[src/smbc_pkg.sv]
// Purpose: constants and types shared by the serial engine mode and baud core
// Assumes: single clock domain, core clock 40 MHz
// Notes: shared offsets, reset values and counts live here; the core keeps its zero resets and 8/3-rate vote positions
package smbc_pkg;

  // ****************************************
  // operating modes
  // ****************************************
  typedef enum logic [2:0] {
    SMBC_UART_EXT = 3'h0, // async/sync serial, external clock
    SMBC_UART_INT = 3'h1, // async/sync serial, internal clock
    SMBC_SPI_SLV = 3'h2, // spi slave
    SMBC_SPI_MST = 3'h3, // spi master
    SMBC_TW_SLV = 3'h4, // two-wire slave
    SMBC_TW_MST = 3'h5 // two-wire master
  } smbc_mode_e;

  // ****************************************
  // reset values and counts
  // ****************************************
  localparam logic [2:0] SMBC_MODE_RST = 3'h0; // mode after reset
  localparam logic [1:0] SMBC_FORM_PARITY = 2'h1; // frame format with parity
  localparam int SMBC_SMART_SPACING = 6; // bus cycles from SDA change to SCL rise
  localparam int SMBC_HS_FIXED = 2; // fixed term of the high-speed SCL period
  localparam logic [3:0] SMBC_TX_DIV = 4'hF; // async transmit divide-by-16, minus one
  localparam logic [1:0] SMBC_SPB16 = 2'h0; // 16 samples per bit
  localparam logic [1:0] SMBC_SPB8 = 2'h1; // 8 samples per bit
  localparam logic [1:0] SMBC_SPB3 = 2'h2; // 3 samples per bit
  localparam logic [3:0] SMBC_DMIN = 4'h5; // shortest character plus parity
  localparam logic [3:0] SMBC_DMAX = 4'hA; // longest character plus parity
  localparam logic [3:0] SMBC_DLEN_RST = 4'h8; // character length after reset
  localparam logic [3:0] SMBC_VF_RST = 4'h7; // first vote sample after reset
  localparam logic [3:0] SMBC_VM_RST = 4'h8; // middle vote sample after reset

endpackage

[src/smbc_hs_scl.sv]
// Purpose: free-running high-speed two-wire SCL generator
// Assumes: run is held while the master owns the bus
// Notes: no synchronisation with other masters, by design
`timescale 1ns/1ps
`default_nettype none
module smbc_hs_scl
  import smbc_pkg::*;
#(
  parameter int DW = 8
) (
  input wire logic clk,
  input wire logic reset,
  input wire logic run,
  input wire logic [DW-1:0] hs_div,
  input wire logic [DW-1:0] hs_low_div,
  output logic scl
);
  // refuse divider widths the phase counter cannot serve, at elaboration
  if (DW < 1 || DW > 16) $error("smbc_hs_scl: DW out of range");

  logic [DW:0] cnt_r, cnt_nxt; // cycles left in the current phase
  logic scl_r, scl_nxt; // scl level, released high when idle
  logic [DW:0] high_len; // cycles in high phase
  logic [DW:0] low_len; // cycles in low phase

  // ****************************************
  // phase lengths
  // ****************************************
  // split of 2+2*div or 2+div+low into two phases, each at least one cycle
  always_comb begin
    high_len = {1'b0, hs_div} + (DW+1)'(SMBC_HS_FIXED / 2);
    if (hs_low_div == '0) begin
      low_len = high_len;
    end else begin
      low_len = {1'b0, hs_low_div} + (DW+1)'(SMBC_HS_FIXED / 2);
    end
  end

  // next state: count only on core clock, never look at the wire
  always_comb begin
    cnt_nxt = cnt_r;
    scl_nxt = scl_r;
    if (!run) begin
      cnt_nxt = '0;
      scl_nxt = 1'b1;
    end else if (cnt_r <= (DW+1)'(1)) begin
      scl_nxt = ~scl_r;
      cnt_nxt = scl_r ? low_len : high_len;
    end else begin
      cnt_nxt = cnt_r - (DW+1)'(1);
    end
  end

  always_ff @(posedge clk or posedge reset) begin
    if (reset) begin
      cnt_r <= '0;
      scl_r <= 1'b1;
    end else begin
      cnt_r <= cnt_nxt;
      scl_r <= scl_nxt;
    end
  end

  assign scl = scl_r;
endmodule
`default_nettype wire

[src/smbc_core.sv]
// Purpose: mode decode, enable, soft reset, baud taps and receiver sample points
// Assumes: control bits are plain ports sampled on clk; writes are one-cycle strobes
// Notes: protocol shifters sit outside and use the ticks and positions below
`timescale 1ns/1ps
`default_nettype none
module smbc_core
  import smbc_pkg::*;
#(
  parameter int BAUD_W = 16, // baud register width
  parameter int HS_W = 8 // high-speed divider field width
) (
  input wire logic clk,
  input wire logic reset,
  input wire logic ctrl_wr, // one-cycle write strobe for control fields
  input wire logic enable_bit, // written enable value
  input wire logic soft_reset_bit, // written soft reset value
  input wire logic [2:0] operating_mode_field,
  input wire logic [1:0] frame_format_field,
  input wire logic parity_odd, // parity sense when parity is on
  input wire logic [1:0] samples_sel, // 16/8/3 samples per bit
  input wire logic [1:0] sample_adjust_field,
  input wire logic [3:0] char_bits, // character plus parity length
  input wire logic smart_mode,
  input wire logic baud_wr, // one-cycle strobe for the baud fields
  input wire logic [BAUD_W-1:0] baud_value,
  input wire logic [HS_W-1:0] high_speed_divider,
  input wire logic [HS_W-1:0] high_speed_low_divider,
  input wire logic hs_run, // high-speed master transfer in progress
  input wire logic data_wr, // software wrote the data register
  input wire logic sda_changed, // sda output just changed
  input wire logic [7:0] debug_control_in, // debug control register value
  input wire logic debug_wr,
  output logic engine_active,
  output logic mode_reserved,
  output logic [2:0] mode_out,
  output logic rx_tick, // receiver tick, baud /1
  output logic tx_tick, // transmitter tick
  output logic sync_clk, // synchronous serial clock, baud /2
  output logic [3:0] vote_first,
  output logic [3:0] vote_middle,
  output logic parity_en,
  output logic parity_odd_out,
  output logic length_ok,
  output logic scl_rise_ok, // smart-mode start-up spacing met
  output logic hs_scl,
  output logic [7:0] debug_control
);
  if (BAUD_W < 2 || BAUD_W > 24) $error("smbc_core: BAUD_W out of range");
  // ****************************************
  // control registers
  // ****************************************
  logic en_r, en_nxt; // engine enable
  logic [2:0] mode_r, mode_nxt;
  logic [1:0] form_r, form_nxt;
  logic odd_r, odd_nxt;
  logic [1:0] spb_r, spb_nxt;
  logic [1:0] sampa_r, sampa_nxt;
  logic [3:0] dlen_r, dlen_nxt;
  logic smart_r, smart_nxt;
  logic [BAUD_W-1:0] baud_r, baud_nxt;
  logic [HS_W-1:0] hsd_r, hsd_nxt;
  logic [HS_W-1:0] hsl_r, hsl_nxt;
  logic [7:0] dbg_r, dbg_nxt; // survives soft reset
  logic resv_r, resv_nxt; // reserved mode code, kept in a flop for the output
  // next values: soft reset restores everything but debug control
  always_comb begin
    en_nxt = en_r;
    mode_nxt = mode_r;
    form_nxt = form_r;
    odd_nxt = odd_r;
    spb_nxt = spb_r;
    sampa_nxt = sampa_r;
    dlen_nxt = dlen_r;
    smart_nxt = smart_r;
    baud_nxt = baud_r;
    hsd_nxt = hsd_r;
    hsl_nxt = hsl_r;
    dbg_nxt = debug_wr ? debug_control_in : dbg_r;
    if (ctrl_wr && soft_reset_bit) begin
      en_nxt = 1'b0;
      mode_nxt = SMBC_MODE_RST;
      form_nxt = '0;
      odd_nxt = 1'b0;
      spb_nxt = SMBC_SPB16;
      sampa_nxt = '0;
      dlen_nxt = SMBC_DLEN_RST;
      smart_nxt = 1'b0;
      baud_nxt = '0;
      hsd_nxt = '0;
      hsl_nxt = '0;
    end else begin
      if (ctrl_wr) begin
        en_nxt = enable_bit;
        mode_nxt = operating_mode_field;
        form_nxt = frame_format_field;
        odd_nxt = parity_odd;
        spb_nxt = samples_sel;
        sampa_nxt = sample_adjust_field;
        dlen_nxt = char_bits;
        smart_nxt = smart_mode;
      end
      if (baud_wr) begin
        baud_nxt = baud_value;
        hsd_nxt = high_speed_divider;
        hsl_nxt = high_speed_low_divider;
      end
    end
    resv_nxt = (mode_nxt > 3'(SMBC_TW_MST));
  end
  always_ff @(posedge clk or posedge reset) begin
    if (reset) begin
      en_r <= 1'b0;
      resv_r <= 1'b0;
      mode_r <= SMBC_MODE_RST;
      form_r <= '0;
      odd_r <= 1'b0;
      spb_r <= SMBC_SPB16;
      sampa_r <= '0;
      dlen_r <= SMBC_DLEN_RST;
      smart_r <= 1'b0;
      baud_r <= '0;
      hsd_r <= '0;
      hsl_r <= '0;
      dbg_r <= '0;
    end else begin
      en_r <= en_nxt;
      resv_r <= resv_nxt;
      mode_r <= mode_nxt;
      form_r <= form_nxt;
      odd_r <= odd_nxt;
      spb_r <= spb_nxt;
      sampa_r <= sampa_nxt;
      dlen_r <= dlen_nxt;
      smart_r <= smart_nxt;
      baud_r <= baud_nxt;
      hsd_r <= hsd_nxt;
      hsl_r <= hsl_nxt;
      dbg_r <= dbg_nxt;
    end
  end
  // ****************************************
  // baud generator and taps
  // ****************************************
  logic run; // engine allowed to clock the link
  logic [BAUD_W-1:0] bcnt_r, bcnt_nxt; // baud divider
  logic [3:0] t16_r, t16_nxt; // divide-by-16 tap counter
  logic sclk_r, sclk_nxt; // divide-by-2 tap
  logic rx_r, rx_nxt;
  logic tx_r, tx_nxt;
  logic bpulse; // baud generator output, one cycle every baud+1
  logic async_mode; // serial modes use /16 and /1, others /2
  assign run = en_r && !resv_r;
  assign bpulse = run && (bcnt_r == '0);
  assign async_mode = (mode_r == 3'(SMBC_UART_EXT)) || (mode_r == 3'(SMBC_UART_INT));
  // next values of the taps; the choice is made from the mode alone
  always_comb begin
    bcnt_nxt = bcnt_r;
    t16_nxt = t16_r;
    sclk_nxt = sclk_r;
    rx_nxt = 1'b0;
    tx_nxt = 1'b0;
    if (!run) begin
      bcnt_nxt = baud_r;
      t16_nxt = '0;
      sclk_nxt = 1'b0;
    end else begin
      bcnt_nxt = (bcnt_r == '0) ? baud_r : bcnt_r - BAUD_W'(1);
      if (bpulse) begin
        if (async_mode) begin
          rx_nxt = 1'b1;
          t16_nxt = t16_r + 4'h1;
          tx_nxt = (t16_r == SMBC_TX_DIV);
        end else begin
          sclk_nxt = ~sclk_r;
        end
      end
    end
  end
  always_ff @(posedge clk or posedge reset) begin
    if (reset) begin
      bcnt_r <= '0;
      t16_r <= '0;
      sclk_r <= 1'b0;
      rx_r <= 1'b0;
      tx_r <= 1'b0;
    end else begin
      bcnt_r <= bcnt_nxt;
      t16_r <= t16_nxt;
      sclk_r <= sclk_nxt;
      rx_r <= rx_nxt;
      tx_r <= tx_nxt;
    end
  end
  // ****************************************
  // sample points, parity, smart spacing
  // ****************************************
  logic [3:0] vf_r, vf_nxt;
  logic [3:0] vm_r, vm_nxt;
  logic [2:0] gap_r, gap_nxt; // cycles since sda change or smart-mode data write, saturating
  logic ok_r, ok_nxt;
  logic len_r, len_nxt;
  logic par_r, par_nxt;
  // vote positions from samples per bit, shifted by the adjust field
  always_comb begin
    unique case (spb_r)
      SMBC_SPB8: begin
        vf_nxt = 4'h3;
        vm_nxt = 4'h4;
      end
      SMBC_SPB3: begin
        vf_nxt = 4'h2;
        vm_nxt = 4'h2;
      end
      default: begin
        vf_nxt = 4'h7;
        vm_nxt = 4'h8;
      end
    endcase
    vf_nxt = vf_nxt + {2'b00, sampa_r};
    vm_nxt = vm_nxt + {2'b00, sampa_r};
    len_nxt = (dlen_r >= SMBC_DMIN) && (dlen_r <= SMBC_DMAX);
    par_nxt = (form_r == SMBC_FORM_PARITY);
    gap_nxt = gap_r;
    if (sda_changed || (data_wr && smart_r)) begin
      gap_nxt = '0;
    end else if (gap_r != 3'(SMBC_SMART_SPACING)) begin
      gap_nxt = gap_r + 3'h1;
    end
    // without smart mode software owns the timing
    ok_nxt = !smart_r || (gap_nxt == 3'(SMBC_SMART_SPACING));
  end
  always_ff @(posedge clk or posedge reset) begin
    if (reset) begin
      vf_r <= SMBC_VF_RST;
      vm_r <= SMBC_VM_RST;
      gap_r <= 3'(SMBC_SMART_SPACING);
      ok_r <= 1'b1;
      len_r <= 1'b1;
      par_r <= 1'b0;
    end else begin
      vf_r <= vf_nxt;
      vm_r <= vm_nxt;
      gap_r <= gap_nxt;
      ok_r <= ok_nxt;
      len_r <= len_nxt;
      par_r <= par_nxt;
    end
  end
  // high-speed scl only when master mode runs
  smbc_hs_scl #(.DW(HS_W)) u_hs (
    .clk(clk),
    .reset(reset),
    .run(run && hs_run && (mode_r == 3'(SMBC_TW_MST))),
    .hs_div(hsd_r),
    .hs_low_div(hsl_r),
    .scl(hs_scl)
  );
  assign engine_active = en_r;
  assign mode_reserved = resv_r;
  assign mode_out = mode_r;
  assign rx_tick = rx_r;
  assign tx_tick = tx_r;
  assign sync_clk = sclk_r;
  assign vote_first = vf_r;
  assign vote_middle = vm_r;
  assign parity_en = par_r;
  assign parity_odd_out = odd_r;
  assign length_ok = len_r;
  assign scl_rise_ok = ok_r;
  assign debug_control = dbg_r;
endmodule
`default_nettype wire

[config.mk]
export PLATFORM = sky130hd
export DESIGN_NAME = smbc_core
export DESIGN_NICKNAME = d
export VERILOG_FILES = /design/src/smbc_pkg.sv /design/src/smbc_hs_scl.sv /design/src/smbc_core.sv
export SDC_FILE = /design/constraint.sdc
export NUM_CORES = 1
export LEC_CHECK = 0
export BUFFER_PORTS_ARGS = -buffer_cell sky130_fd_sc_hd__buf_4
export CAP_MARGIN = 0
export CORE_MARGIN = 8
export CORE_UTILIZATION = 55
export CTS_BUF_LIST = sky130_fd_sc_hd__clkbuf_4 sky130_fd_sc_hd__clkbuf_8 sky130_fd_sc_hd__clkbuf_16
export CTS_CLUSTER_SIZE = 30
export DETAILED_ROUTE_END_ITERATION = 10
export PLACE_DENSITY = 0.79
export SETUP_SLACK_MARGIN = 0.3
export SKIP_CTS_REPAIR_TIMING = 1
export SLEW_MARGIN = 0
export SYNTH_ARGS = -nofsm -noshare
export SYNTH_HDL_FRONTEND = slang
export SYNTH_SLANG_ARGS = --single-unit
[constraint.sdc]
create_clock -name clk -period 4.1 [get_ports clk]
set_input_delay 0.615 -clock clk [delete_from_list [all_inputs] [get_ports clk]]
set_output_delay 0.615 -clock clk [all_outputs]
set_load 0.01 [all_outputs]
==> results.py <==
metrics = {
    "placed_design": {
        "place.gp.congestion": 0.851,
        "postPlaceCellArea_mm2": 0.00573,
        "hpwl_um": 8170,
        "port_buffers": 93,
    },
    "floorplan": {
        "die_h_um": 111,
        "ios": 94,
        "dieArea_mm2": 0.0123,
        "coreArea_mm2": 0.00872,
        "num_rows": 34,
        "fp.dieW_um": 111,
        "start_util": 0.567,
    },
    "route": {
        "wire_per_inst_um": 16.0,
        "drt-initial-drc-count": 132,
        "dr.pass1.iters": 4,
        "vias": 3662,
        "ant_nets": 0,
        "drc_errors": 0,
        "drt-vias-per-instance": 5.38,
        "wl_um": 10900,
    },
    "timing": {
        "post-route-period-util": 0.616,
        "setup_viol": 0,
        "finClkSkew_ps": 14.8,
        "slew_viol_final": 0,
        "rsz0062_at_grt": "false",
        "hold_viol": 0,
        "finalSetupTns_ps": 0,
        "slew_headroom": 0.195,
        "fmaxAchievable_mhz": 396,
        "fin_crit_ps": 2530,
        "tightestPinTransition_ps": 1210,
    },
    "clock_tree": {
        "insertion_delay_ps": 360,
        "clk_pin_slew_ps": 100,
        "cts.sinks": 104,
        "cts_tree": "built",
        "htree_levels": 3,
        "cts_buffers": 9,
        "cts_root_buf": "clkbuf_8",
        "clockBufferDepth": 2,
    },
    "finish": {
        "drive_gt1_frac": 0.241,
        "area_growth_pct": 19.5,
        "n_antenna_cell": 0,
        "fin_area_mm2": 0.00591,
        "fin_nets": 648,
        "fillerInstances": 663,
    },
    "synthesis": {
        "synth-edff-count": 0,
        "synth_area_mm2": 0.00494,
        "synth_area_per_cell_um2": 10.3,
        "syn_nets": 560,
        "synth.area.top_cells": "dfrtp_1 (48%), mux2i_1 (7.1%), dfstp_2 (5.3%), nor2_1 (4.8%), xnor2_1 (3.9%)",
        "yosys.cell_types.count": 47,
        "synth-main-ff-cell": "dfrtp_1",
        "synthCells": 480,
        "synthMostInstantiatedCell": "dfrtp_1",
        "async_flop_share": 1.00,
        "ys_warn_count": 0,
        "synth_top_area_share": 0.476,
        "yosys.area.top_type": "dfrtp_1",
        "synth_seq_cells": 104,
        "synth_commonest_cells": "dfrtp_1 (94), nor2_1 (63), nand2_1 (49)",
        "synth_seq_area_share": 0.529,
    },
    "setup_path": {
        "crit_path_cell_trace": "inv_1, ha_1, or4b_1, o41ai_4, mux2i_1, nor2_1, a211oi_1",
        "worstPathMaxFanout": 13,
        "max_stage_delay_ps": 630,
        "slowest_stage": "o41ai_4",
        "critPathCaptureType": "register",
        "worstSetupPathType": "reg -> reg",
        "startpoint_type": "register",
        "arrival_ps": 2790,
        "rr_worst_depth": 7,
        "cp_data_required_time_ps": 4360,
    },
    "min_path": {
        "hold_class": "in -> async",
    },
    "power_and_ir_drop": {
        "pwr_density_cell_mw_per_mm2": 373,
        "leakagePower_uw": 0.00283,
        "p_seq_frac": 0.548,
        "p_sw_uw": 643,
        "total_power_uw": 2200,
        "ir_worst_vdd_uv": 228,
        "clkPwrFrac": 0.267,
        "p_int_uw": 1560,
        "power_frac_comb": 0.185,
        "switching_share": 0.292,
    },
    "grt": {
        "antenna_found_initial": 0,
        "overflow": 0,
        "track_usage": 0.180,
        "grt_pass1_vias": 3831,
        "grt_max_degree": 37,
        "grt_pass1_wl_um": 18400,
    },
    "run": {
        "cap_violations": 0,
    },
    "run_status": {
        "status": "completed",
    },
}
==> worst max-delay path: cells and delay by family (launching register included) <==
kind	cells	cell delay (ps)
AO/OA/AOI/OAI	2	860
adder cells (fa/ha/maj)	1	160
buffers and inverters	1	90
flip-flops	1	460
multiplexers	1	300
AND/OR/NAND/NOR	2	570
==> path summary, 6_finish.rpt <==
path	start	endpoint	slack, ps
setup / recovery	hsl_r[0]	u_hs.cnt_r[0]	1570
hold / removal	reset	debug_control[4]	240
setup reg to reg	hsl_r[0]	u_hs.cnt_r[0]	1570
hold reg to reg	form_r[1]	parity_en	440
max in group asynchronous	reset	u_hs.scl	3010
min in group clk	form_r[1]	parity_en	440
==> layout make-up <==
cell class	count	area, um^2	area share
timing repair buffer	96	721	0.122
clock buffer	10	131	0.0222
tap	108	135	0.0229
inverter	30	115	0.0195
multi-input combinational	327	2140	0.362
sequential	104	2620	0.442
clock inverter	6	51.3	0.00868
==> power by group through the flow <==
| stage | sequential, uW | combinational [uW] | clock (uW) |
|---|---|---|---|
| 2_1_floorplan | 1220 | 244 | 0 |
| 3_3_place_gp | 1220 | 395 | 0 |
| 3_5_place_dp | 1230 | 408 | 0 |
| 4_1_cts | 1210 | 412 | 606 |
| 5_1_grt | 1220 | 454 | 647 |
| 6_report | 1210 | 407 | 587 |
==> per-stage QoR <==
stage / setup slack [ps] / utilization / hold slack [ps] / std cells
after floorplan: 769 / - / 380 / 480
after global placement: 1790 / 0.657 / 412 / 665
after detailed placement: 1630 / 0.657 / 429 / 665
after CTS: 1610 / 0.678 / 248 / 681
after global routing: 1450 / 0.678 / 255 / 681
final: 1570 / 0.678 / 244 / 681
==> routing by layer <==
metal	part of all wire	vias up	track usage
met2	0.48	95	0.289
met3	0.078	9	0.0741
met4	0.0092	0	0.0441
met1	0.44	1768	0.220
li1	-	1790	-
met5	0	-	0
==> kinds of logic (layout without fill, tap and decap cells) <==
kind of cell / count (synthesis) / after routing / share of synthesized area
AND/OR/NAND/NOR: 164 / 164 / 0.154
flip-flops: 104 / 104 / 0.529
AO/OA/AOI/OAI: 67 / 67 / 0.0848
buffers and inverters: 49 / 142 / 0.0380
multiplexers: 44 / 44 / 0.0913
XOR/XNOR: 37 / 37 / 0.0655
adder cells (fa/ha/maj): 15 / 15 / 0.0380
==> sequential cells by signal (all words and copies together), names as in the netlist, 3 cells and up <==
register	cells
gap_r	3
baud_r	16
dlen_r	4
hsd_r	8
mode_out	3
t16_r	4
vote_middle	4
hsl_r	8
debug_control	8
u_hs.cnt_r	9
vote_first	4
bcnt_r	16
==> layout by cell type, fill, tap and decap left out, drive strengths merged, types with 3 or more instances in the layout <==
master,Yosys,routed
buf,5,96
dfrtp,94,94
nor2,63,63
nand2,49,49
o21ai,37,37
mux2i,35,35
inv,30,32
xnor2,22,22
xor2,15,15
ha,15,15
nand3,11,11
nor3,10,10
dfstp,10,10
clkbuf,14,10
a21oi,9,9
mux2,9,9
a211oi,7,7
nor4,6,6
and3,4,4
nand4,4,4
clkinv,0,4
and2,3,3
or4,3,3
(Power assumes the default switching activity.)
